**src/pkg/trace_port_params.svh**
```systemverilog
/*
 * Offsets, field positions, reset values and timing counts of the serial
 * trace byte port. Assumes inclusion by the design file.
 */
`ifndef TRACE_PORT_PARAMS_SVH
`define TRACE_PORT_PARAMS_SVH

// ----------------------------------------------------------------------
// Register offsets
// ----------------------------------------------------------------------
`define TRC_DATA_OFS 8'h00
`define TRC_CTRL_OFS 8'h04

// ----------------------------------------------------------------------
// Control field positions
// ----------------------------------------------------------------------
`define TRC_EN_BIT 0
`define TRC_EDGE_BIT 1
`define TRC_DIV_LSB 2
`define TRC_DIV_MSB 3
`define TRC_GAP_LSB 4
`define TRC_GAP_MSB 6

// ----------------------------------------------------------------------
// Reset values
// ----------------------------------------------------------------------
`define TRC_DATA_RST 8'h00
`define TRC_GAP_RST 3'h0
`define TRC_DIV_RST 2'h0
`define TRC_EDGE_RST 1'b0
`define TRC_EN_RST 1'b0

// ----------------------------------------------------------------------
// Timing and sizing
// ----------------------------------------------------------------------
`define TRC_BITS_PER_BYTE 8
`define TRC_HALVES_PER_BYTE 5'h10
`define TRC_FIFO_DEPTH 16

`endif

```
**src/pkg/trace_port_pkg.sv**
```systemverilog
/*
 * Types of the serial trace byte port.
 * Assumes the params header sits in the include path.
 */
package trace_port_pkg;

    // ------------------------------------------------------------------
    // Control register contents
    // ------------------------------------------------------------------
    typedef struct packed {
        logic [2:0] packet_gap_count;
        logic [1:0] div_sel;
        logic edge_sel;
        logic clk_en;
    } trace_ctrl_s;

    // ------------------------------------------------------------------
    // Host request carrier
    // ------------------------------------------------------------------
    typedef struct packed {
        logic sel;
        logic wr;
        logic [7:0] addr;
        logic [7:0] wdata;
    } host_req_s;

    typedef enum logic [1:0] {
        ST_IDLE = 2'b00,
        ST_LEAD = 2'b01,
        ST_SHIFT = 2'b10,
        ST_GAP = 2'b11
    } shift_state_e;

endpackage : trace_port_pkg

```
**src/rtl/serial_trace_port.sv**
```systemverilog
/*
 * Serial trace byte port: register host port, byte FIFO and two-wire
 * clock/data serialiser. Assumes one clock core_clk and a host that keeps
 * its request steady while host_ready is low.
 */
`timescale 1ns/1ps
`include "trace_port_params.svh"

module trace_byte_fifo #(
    parameter int WIDTH = 8,
    parameter int DEPTH = 16
) (
    // Clock and reset
    input wire logic core_clk,
    input wire logic arst_n,
    // Fill side
    input wire logic [WIDTH-1:0] in_data,
    input wire logic in_valid,
    output logic in_ready,
    // Drain side
    output logic [WIDTH-1:0] out_data,
    output logic out_valid,
    input wire logic out_ready
);
    localparam int AW = $clog2(DEPTH);

    logic [WIDTH-1:0] mem_q [DEPTH];
    logic [AW-1:0] wr_ptr_q;
    logic [AW-1:0] rd_ptr_q;
    logic [AW:0] count_q;
    logic push;
    logic pop;

    assign in_ready = (count_q != (AW+1)'(DEPTH));
    assign out_valid = (count_q != '0);
    assign push = in_valid && in_ready;
    assign pop = out_valid && out_ready;
    assign out_data = mem_q[rd_ptr_q];

    // ------------------------------------------------------------------
    // Storage
    // ------------------------------------------------------------------
    for (genvar i = 0; i < DEPTH; i++)
    begin : g_entry
        always_ff @(posedge core_clk or negedge arst_n)
        begin
            if (!arst_n)
                mem_q[i] <= '0;
            else if (push && (wr_ptr_q == AW'(i)))
                mem_q[i] <= in_data;
        end
    end

    // ------------------------------------------------------------------
    // Pointers and fill level
    // ------------------------------------------------------------------
    always_ff @(posedge core_clk or negedge arst_n)
    begin
        if (!arst_n)
        begin
            wr_ptr_q <= '0;
            rd_ptr_q <= '0;
            count_q <= '0;
        end
        else
        begin
            if (push)
                wr_ptr_q <= wr_ptr_q + AW'(1);
            if (pop)
                rd_ptr_q <= rd_ptr_q + AW'(1);
            if (push && !pop)
                count_q <= count_q + (AW+1)'(1);
            else if (pop && !push)
                count_q <= count_q - (AW+1)'(1);
        end
    end
endmodule : trace_byte_fifo

module serial_trace_port
    import trace_port_pkg::*;
(
    // Clock and reset
    input wire logic core_clk,
    input wire logic arst_n,
    // Host register port
    input wire logic host_sel,
    input wire logic host_wr,
    input wire logic [7:0] host_addr,
    input wire logic [7:0] host_wdata,
    output logic host_ready,
    output logic [7:0] host_rdata,
    output logic host_rvalid,
    // Trace pins
    output logic trace_clock_out,
    output logic trace_serial_out,
    // Status
    output logic trace_busy
);
    // ------------------------------------------------------------------
    // Declarations
    // ------------------------------------------------------------------
    host_req_s req;
    trace_ctrl_s ctrl_q;
    shift_state_e state_q;
    logic [7:0] data_q, rdata_q, shreg_q, fifo_out_data;
    logic [4:0] half_q, gap_halves_q;
    logic [2:0] div_cnt_q;
    logic [1:0] div_lat_q;
    logic rvalid_q, edge_lat_q, clk_q, dat_q;
    logic data_hit, ctrl_hit, accept, tick;
    logic fifo_in_ready, fifo_out_valid, fifo_pop;

    // Half trace clock period in core clocks, minus one
    function automatic logic [2:0] half_len_m1(input logic [1:0] sel);
        if (sel == 2'h0)
            return 3'h0;
        else if (sel == 2'h1)
            return 3'h1;
        return 3'h3; // Reserved code runs as the slowest rate
    endfunction : half_len_m1

    // ------------------------------------------------------------------
    // Host decode
    // ------------------------------------------------------------------
    assign req = '{sel: host_sel, wr: host_wr, addr: host_addr, wdata: host_wdata};

    always_comb
    begin
        data_hit = 1'b0;
        ctrl_hit = 1'b0;
        if (req.addr == `TRC_DATA_OFS)
            data_hit = 1'b1;
        else if (req.addr == `TRC_CTRL_OFS)
            ctrl_hit = 1'b1;
    end

    // Data writes wait for the shifter to finish and for FIFO room
    assign host_ready = !(req.sel && req.wr && data_hit
                          && ((state_q != ST_IDLE) || !fifo_in_ready));
    assign accept = req.sel && host_ready;
    assign host_rdata = rdata_q;
    assign host_rvalid = rvalid_q;

    // ------------------------------------------------------------------
    // Data register
    // ------------------------------------------------------------------
    always_ff @(posedge core_clk or negedge arst_n)
    begin
        if (!arst_n)
            data_q <= `TRC_DATA_RST;
        else if (accept && req.wr && data_hit)
            data_q <= req.wdata;
    end

    // ------------------------------------------------------------------
    // Control register
    // ------------------------------------------------------------------
    always_ff @(posedge core_clk or negedge arst_n)
    begin
        if (!arst_n)
        begin
            ctrl_q.packet_gap_count <= `TRC_GAP_RST;
            ctrl_q.div_sel <= `TRC_DIV_RST;
            ctrl_q.edge_sel <= `TRC_EDGE_RST;
            ctrl_q.clk_en <= `TRC_EN_RST;
        end
        else if (accept && req.wr && ctrl_hit)
        begin
            ctrl_q.packet_gap_count <= req.wdata[`TRC_GAP_MSB:`TRC_GAP_LSB];
            ctrl_q.div_sel <= req.wdata[`TRC_DIV_MSB:`TRC_DIV_LSB];
            ctrl_q.edge_sel <= req.wdata[`TRC_EDGE_BIT];
            ctrl_q.clk_en <= req.wdata[`TRC_EN_BIT];
        end
    end

    // ------------------------------------------------------------------
    // Read port
    // ------------------------------------------------------------------
    always_ff @(posedge core_clk or negedge arst_n)
    begin
        if (!arst_n)
        begin
            rdata_q <= 8'h00;
            rvalid_q <= 1'b0;
        end
        else
        begin
            rvalid_q <= accept && !req.wr;
            if (accept && !req.wr)
            begin
                if (data_hit)
                    rdata_q <= data_q;
                else if (ctrl_hit)
                    rdata_q <= {1'b0, ctrl_q}; // Bit 7 reads zero
                else
                    rdata_q <= 8'h00;
            end
        end
    end

    // ------------------------------------------------------------------
    // Byte buffer
    // ------------------------------------------------------------------
    // Writes made while clocking is off collect here until enabled
    trace_byte_fifo #(
        .WIDTH(8),
        .DEPTH(`TRC_FIFO_DEPTH)
    ) u_fifo (
        .core_clk(core_clk),
        .arst_n(arst_n),
        .in_data(req.wdata),
        .in_valid(accept && req.wr && data_hit),
        .in_ready(fifo_in_ready),
        .out_data(fifo_out_data),
        .out_valid(fifo_out_valid),
        .out_ready(fifo_pop)
    );

    // One byte leaves the buffer per transfer
    assign fifo_pop = (state_q == ST_IDLE) && ctrl_q.clk_en && fifo_out_valid;

    // ------------------------------------------------------------------
    // Divider
    // ------------------------------------------------------------------
    // Everything below runs on core_clk; the trace clock is a divided level
    always_ff @(posedge core_clk or negedge arst_n)
    begin
        if (!arst_n)
            div_cnt_q <= 3'h0;
        else if ((state_q == ST_IDLE) || tick || !ctrl_q.clk_en)
            div_cnt_q <= 3'h0;
        else
            div_cnt_q <= div_cnt_q + 3'h1;
    end

    assign tick = ctrl_q.clk_en && (state_q != ST_IDLE)
                  && (div_cnt_q == half_len_m1(div_lat_q));

    // ------------------------------------------------------------------
    // Shift sequencer
    // ------------------------------------------------------------------
    // Rate, edge and gap are latched per byte so a control write never tears a byte; clk_en acts at once and pauses it
    always_ff @(posedge core_clk or negedge arst_n)
    begin
        if (!arst_n)
        begin
            state_q <= ST_IDLE;
            shreg_q <= 8'h00;
            half_q <= 5'h00;
            gap_halves_q <= 5'h00;
            div_lat_q <= 2'h0;
            edge_lat_q <= 1'b0;
        end
        else
        begin
            case (state_q)
                ST_IDLE:
                begin
                    half_q <= 5'h00;
                    if (fifo_pop)
                    begin
                        shreg_q <= fifo_out_data;
                        div_lat_q <= ctrl_q.div_sel;
                        edge_lat_q <= ctrl_q.edge_sel;
                        gap_halves_q <= {1'b0, ctrl_q.packet_gap_count, 1'b1};
                        // Rising launch needs the clock brought low first
                        state_q <= ctrl_q.edge_sel ? ST_SHIFT : ST_LEAD;
                    end
                end
                ST_LEAD:
                    if (tick)
                        state_q <= ST_SHIFT;
                ST_SHIFT:
                begin
                    if (tick)
                    begin
                        if (half_q[0])
                            shreg_q <= {1'b0, shreg_q[7:1]};
                        if (half_q == `TRC_HALVES_PER_BYTE - 5'h01)
                        begin
                            half_q <= 5'h00;
                            state_q <= ST_GAP;
                        end
                        else
                            half_q <= half_q + 5'h01;
                    end
                end
                ST_GAP:
                begin
                    if (tick)
                    begin
                        if (half_q == gap_halves_q)
                        begin
                            half_q <= 5'h00;
                            state_q <= ST_IDLE;
                        end
                        else
                            half_q <= half_q + 5'h01;
                    end
                end
                default:
                    state_q <= ST_IDLE;
            endcase
        end
    end

    // ------------------------------------------------------------------
    // Pin drivers
    // ------------------------------------------------------------------
    // Registered so the pins never glitch on state decode
    always_ff @(posedge core_clk or negedge arst_n)
    begin
        if (!arst_n)
        begin
            clk_q <= 1'b1;
            dat_q <= 1'b1;
        end
        else
        begin
            case (state_q)
                ST_LEAD:
                begin
                    clk_q <= 1'b0;
                    dat_q <= 1'b1;
                end
                ST_SHIFT:
                begin
                    // First half after the launch edge, second after sampling edge
                    if (!half_q[0])
                        clk_q <= !edge_lat_q;
                    else
                        clk_q <= edge_lat_q;
                    dat_q <= shreg_q[0];
                end
                default:
                begin
                    clk_q <= 1'b1;
                    dat_q <= 1'b1;
                end
            endcase
        end
    end

    assign trace_clock_out = clk_q;
    assign trace_serial_out = dat_q;
    assign trace_busy = (state_q != ST_IDLE);
    // No interrupt output exists on this block
endmodule : serial_trace_port

```
**config.mk**
```make
export PLATFORM = sky130hd
export DESIGN_NAME = serial_trace_port
export DESIGN_NICKNAME = d
export VERILOG_FILES = /design/src/pkg/trace_port_pkg.sv /design/src/rtl/serial_trace_port.sv
export VERILOG_INCLUDE_DIRS = /design/src /design/src/pkg
export SDC_FILE = /design/constraint.sdc
export NUM_CORES = 1
export LEC_CHECK = 0
export ABC_AREA = 1
export BUFFER_PORTS_ARGS = -buffer_cell sky130_fd_sc_hd__buf_2
export CAP_MARGIN = 15
export CORE_MARGIN = 10
export CORE_UTILIZATION = 40
export CTS_BUF_LIST = sky130_fd_sc_hd__clkbuf_8
export CTS_CLUSTER_DIAMETER = 150
export CTS_CLUSTER_SIZE = 25
export DETAILED_ROUTE_END_ITERATION = 6
export PLACE_DENSITY = 0.58
export SLEW_MARGIN = 20
export SYNTH_ARGS = -nofsm -noshare
export SYNTH_HDL_FRONTEND = slang
export SYNTH_HIERARCHICAL = 1
export SYNTH_SLANG_ARGS = --single-unit
export TNS_END_PERCENT = 50
```
**constraint.sdc**
```tcl
create_clock -name core_clk -period 3.4 [get_ports core_clk]
set_input_delay 0.17 -clock core_clk [delete_from_list [all_inputs] [get_ports core_clk]]
set_output_delay 0.17 -clock core_clk [all_outputs]
set_load 0.02 [all_outputs]
```
# Word level (Yosys, flattened, before mapping)
# Cells that the tools add are included.
# W data, S select, Z words.
# word_totals
wordCells	165
inputBits	20
ff_bits	192
out_inout_bits	13
# op_classes
bitwise_logic	1
reduce_logical	55
order_cmp	1
n_addsub	6
eq_ne	31
mux	36
# ops
operator	count
$mux W8	6
$bmux W8 S4	1
$eq A4 B4 Y1 const B	8
$logic_and A1 B1 Y1	32
$mux W5	6
$eq A4 B3 Y1 const B	4
$pmux W8 S2	1
$pmux W5 S3	1
$mux W2	7
$mux W3	4
$ne A2 B2 Y1 const B	6
$add A5 B1 Y5 const B	2
$add A4 B1 Y4 const B	2
$eq A4 B2 Y1 const B	2
$eq A8 B3 Y1 const B	1
$logic_not A8 Y1	1
$pmux W2 S4	1
$logic_not A1 Y1	7
$mux W1	7
$mux W7	1
$reduce_and A6 Y1	1
$reduce_bool A2 Y1	3
$eq A5 B4 Y1	1
$eq A5 B4 Y1 const B	1
19 further kinds	24

# Longest topological paths before layout
# logic_depth
word_depth	13
mapped_depth	21

# Cells and area by module
# Netlist, hierarchy kept.
# by_module_without_submodules
module	cells_per_inst	n_inst	seq_area_each_um2	area_each_um2
trace_byte_fifo	1067	1	3528.4	8105.3
serial_trace_port	293	1	1278.7	2661.3

# Worst setup path after synthesis
# OpenSTA, ideal clock, no wires.
# synth_path
kind	register to register
startpoint	reg u_fifo.count_q[0]
endpoint	reg u_fifo.count_q[4]
n_path_buf	3
setup_time_ns	0.117
stages_incl_launch_ff	21
t_arrival_ns	2.868
slack_ns	0.416
cell_sequence	dfrtp_1 > inv_2 > nand4_2 > buf_6 > buf_2 > nand2_1 > inv_1 > nand3_4 > inv_1 > buf_4 > nand2_1 > inv_1 > ha_1 > inv_1 > fa_1 > nand2_1 > nand3_1 > nand3_1 > nand2_1 > nand2_1 > nand2_1
# synth_via
elab_chain_len	12
elab_cells_between_ends	21
# synth_rtl
item	line	rtl
start, declared	serial_trace_port.sv:30	logic [AW:0] count_q;
start signal, assigned	serial_trace_port.sv:72	count_q <= count_q + (AW+1)'(1);
start signal, assigned	serial_trace_port.sv:74	count_q <= count_q - (AW+1)'(1);
$ne A5 B5 Y1 (*)	serial_trace_port.sv:34	assign in_ready = (count_q != (AW+1)'(DEPTH));
via fifo_in_ready	serial_trace_port.sv:111	logic fifo_in_ready, fifo_out_valid, fifo_pop;
$logic_not A1 Y1	serial_trace_port.sv:139	&& ((state_q != ST_IDLE) || !fifo_in_ready));
$logic_or A1 B1 Y1	serial_trace_port.sv:139	
$logic_and A1 B1 Y1	serial_trace_port.sv:139	
$logic_not A1 Y1	serial_trace_port.sv:138	assign host_ready = !(req.sel && req.wr && data_hit
$logic_and A1 B1 Y1	serial_trace_port.sv:140	assign accept = req.sel && host_ready;
$logic_and A1 B1 Y1 (2 in a row)	serial_trace_port.sv:212	.in_valid(accept && req.wr && data_hit),
$logic_and A1 B1 Y1 (*)	serial_trace_port.sv:36	assign push = in_valid && in_ready;
via u_fifo.push	serial_trace_port.sv:31	logic push;
$logic_not A1 Y1	serial_trace_port.sv:73	else if (pop && !push)
$logic_and A1 B1 Y1	serial_trace_port.sv:73	
$reduce_bool A2 Y1 (no line)	n/a	
# Mark *: on every way through the listed nets, which the timed path passes. The rest lies on a longest branch. The select of a mux whose other input is x is not followed.
# A chain may end at the register's enable or synchronous reset.

# Worst setup path in the final report
# layout_path
startpoint	reg state_q[1]
endpoint	reg u_fifo.count_q[4]
# layout_via
elab_chain_len	11
elab_cells_between_ends	18
# layout_rtl
item	line	rtl
start, declared	serial_trace_port.sv:104	shift_state_e state_q;
start signal, assigned	serial_trace_port.sv:267	state_q <= ctrl_q.edge_sel ? ST_SHIFT : ST_LEAD;
$reduce_bool A2 Y1 (*)	serial_trace_port.sv:139	
$logic_or A1 B1 Y1 (*)	serial_trace_port.sv:139	
$logic_and A1 B1 Y1 (*)	serial_trace_port.sv:139	
$logic_not A1 Y1 (*)	serial_trace_port.sv:138	
$logic_and A1 B1 Y1 (*)	serial_trace_port.sv:140	
$logic_and A1 B1 Y1 (*) (2 in a row)	serial_trace_port.sv:212	
$logic_and A1 B1 Y1 (*)	serial_trace_port.sv:36	
via u_fifo.push	serial_trace_port.sv:31	
$logic_not A1 Y1	serial_trace_port.sv:73	
$logic_and A1 B1 Y1	serial_trace_port.sv:73	
$reduce_bool A2 Y1 (no line)	n/a	
# Mark *: on every way through the listed nets, which the timed path passes. The rest lies on a longest branch.

==> flow_summary_export.csv <==
group,metric,value,unit
timing,tightest_slew,1.02,ns
cts,cts_tree,"built",
layout,nets,1388,
grt,antenna_found_initial,0,
grt,grt_use_total,0.174,
setup_path,worst_path_most_repeated_cell,"nand2_1",
yosys,synthArstFlopShare,1.00,
setup_path,critical-path-max-stage-delay,0.45,ns
yosys,yosysSeqAreaShare,0.446,
setup_path,arrival,3.37,ns
setup_path,crit_chain,"clkinv_1, ha_1, nand2_1, inv_1, nand3_4, inv_4, nand2_1, inv_1, ha_1, inv_1, fa_1, nand2_1, nand3_1, nand3_1, nand2_1, nand2_1, nand2_1",
cts,clock_sinks,192,
route,drc,0,
place,portBuffers,32,
layout,final_common_cell,"nand2_1",
timing,drv_slew,0,
yosys,synth_seq_cells,192,
setup_path,regToRegEndpoint,"u_fifo/count_q[4]",
min_path,holdPathStages,5,
floorplan,core_area,26300,µm²
setup_path,required,3.77,ns
yosys,netlist-cell-type-count,40,
setup_path,startpoint,"state_q[1]",
layout,layout_common_cells,"nand2_1, dfrtp_1, nand4_1",
timing,hold_viol_final,0,
layout,layout-drive-gt1-share,0.121,
grt,grt_overflow,0,
route,wire_per_inst,17.0,µm
timing,finClkSkew,0.0191,ns
grt,first_global_vias,8471,
pwr,p_leak,5.82,nW
yosys,synth.yosys.warnings,6,
run,maxCapViolCount,0,
setup_path,endpoint_kind,"register",
timing,fin_crit,3.00,ns
cts,clock_path_buffers,2,
layout,n_antenna_cell,0,
grt,grt_pass1_wl,47100,µm
yosys,syn_nets,1398,
min_path,hp-class,"input port to register",
floorplan,io_pins,33,
place,place_area,11000,µm²
yosys,avgSynthCellArea,7.92,µm²
floorplan,die-width,184,µm
layout,area_growth,5.95,%
route,viasPerCell,5.23,
setup_path,reg2reg_slack,0.40,ns
route,first_iter_violations,878,
floorplan,initial_utilization,0.410,
cts,clkLatencyLatePin,0.47,ns
outcome,status,"complete, no violations",
yosys,synth_edf_count,0,
layout,multi_input_area,5110,µm²
setup_path,crit_type,"register to register",
pwr,p_per_area,483,nW/µm²
route,ant_nets,0,
cts,htreeDepth,4,
setup_path,cp_max_fo,16,
timing,setup_tns,0,ns
timing,slew_headroom,0.321,
route,dr.pass1.iters,5,
timing,finalSetupViolCount,0,
cts,cts.reportedPaths.clkPinSlew,0.11,ns
layout,fill_cells,2712,
layout,seq_area,4810,µm²
min_path,hold_end,"host_rdata[3]",
yosys,synth_area,10800,µm²
yosys,synthCells,1360,
cts,cts_inserted_buffers,17,
yosys,ys.flop_type,"dfrtp_1",
layout,fin_area,11400,µm²
floorplan,rows,59,
floorplan,die_y,184,µm
floorplan,die_area,33900,µm²
min_path,hold_start,"host_sel",
setup_path,worstRegToRegCells,17,
cts,post_cts_buffers,0,
setup_path,slowest_stage,"fa_1",
pwr,vdd_drop_max,307,µV
place,place_hpwl,18200,µm
setup_path,start_kind,"register",
setup_path,rr_startpoint,"state_q[1]",
route,routed-via-count,8877,
cts,cts-root-buf,"clkbuf_8",
timing,fin_crit_sh,0.883,
timing,max_freq,333,MHz
timing,rsz0062_at_grt,"no",
place,gp_congestion,0.835,
route,routed_wl,28900,µm
grt,grt_max_degree,146,
## area by class of cell
class	instances	share of cell area
inverters	101	0.0339
flip-flops and latches	192	0.422
clock inverters	15	0.0127
well taps	335	0.0367
multi-input cells	992	0.448
clock buffers	17	0.0205
repair buffers	46	0.0269
## routing by layer
metal  share of wire  track usage
met2            0.48        0.280
met5               0            0
met3           0.039       0.0310
met1            0.47        0.237
met4           0.011       0.0403
## per-stage QoR
stage | power [mW] | instances | hold WS, ns | util | setup WS [ns]
final | 5.51 | 1698 | 0.124 | 0.434 | 0.397
after global routing | 5.85 | 1698 | 0.116 | 0.434 | 0.0620
after CTS | 5.55 | 1698 | 0.0973 | 0.434 | 0.367
after detailed placement | 4.04 | 1663 | 0.309 | 0.418 | 0.388
after global placement | 4.03 | 1663 | 0.310 | 0.418 | 0.474
after floorplan | 3.58 | 1360 | -0.126 | - | 0.416
## cell usage after synthesis, drive strengths merged (2+ instances only)
cell type / count / area share
xor2: 4 / 0.0033
dfrtp: 190 / 0.44
a21oi: 19 / 0.0088
nand2: 583 / 0.21
clkinv: 4 / 0.0019
nand4: 131 / 0.077
xnor2: 4 / 0.0033
nor2: 90 / 0.047
inv: 97 / 0.034
ha: 17 / 0.020
o211ai: 5 / 0.0035
mux2i: 7 / 0.0065
nand3: 88 / 0.063
dfstp: 2 / 0.0049
o22ai: 3 / 0.0017
buf: 55 / 0.037
clkbuf: 20 / 0.0070
o21ai: 34 / 0.024
## where the power goes
part / total, mW / switching [mW] / internal (mW)
Clock: 1.51 / 0.902 / 0.604
Combinational: 1.51 / 1.10 / 0.406
Sequential: 2.49 / 0.0927 / 2.40
Total: 5.51 / 2.10 / 3.41
## kinds of logic (layout without fill, tap and decap cells)
kind of cell | after synthesis | count (layout) | share of synthesized area
compound gates | 62 | 62 | 0.0389
xor+xnor | 8 | 8 | 0.00651
fa+ha+maj | 18 | 18 | 0.0216
buf+inv | 176 | 179 | 0.0800
flops | 192 | 192 | 0.446
mux | 7 | 7 | 0.00651
simple gates | 897 | 897 | 0.400
## timing repair
item	CTS	global route
endpoints found under the hold margin	93	0
setup endpoints to repair	0	0
hold buffers	3	0
gates resized for setup	0	0
## state kept, by name, summed over array words and instances, names as in the netlist
signal	cells
u_fifo/mem_q	128
u_fifo/wr_ptr_q	4
trace_serial_out	1
gap_halves_q	4
ctrl_q	7
state_q	2
edge_lat_q	1
data_q	8
div_lat_q	2
host_rdata	8
shreg_q	8
trace_clock_out	1
u_fifo/rd_ptr_q	4
u_fifo/count_q	5
half_q	5
host_rvalid	1
div_cnt_q	3
## worst max-delay path: cells and delay by family, from the launching register on
kind | cells | cell delay (ns)
adder cells (fa/ha/maj) | 3 | 0.97
flip-flops | 1 | 0.43
AND/OR/NAND/NOR | 9 | 0.86
buffers and inverters | 5 | 0.64
## worst max path at each step
stage / depth (start not counted) / slack [ns] / end
floorplan: 20 / 0.42 / u_fifo/count_q[4]
global placement: 17 / 0.47 / u_fifo/count_q[4]
detailed placement: 17 / 0.39 / u_fifo/count_q[4]
CTS: 17 / 0.37 / u_fifo/count_q[4]
global route: 17 / 0.06 / u_fifo/count_q[4]
finish: 17 / 0.40 / u_fifo/count_q[4]
(Power assumes the default switching activity.)
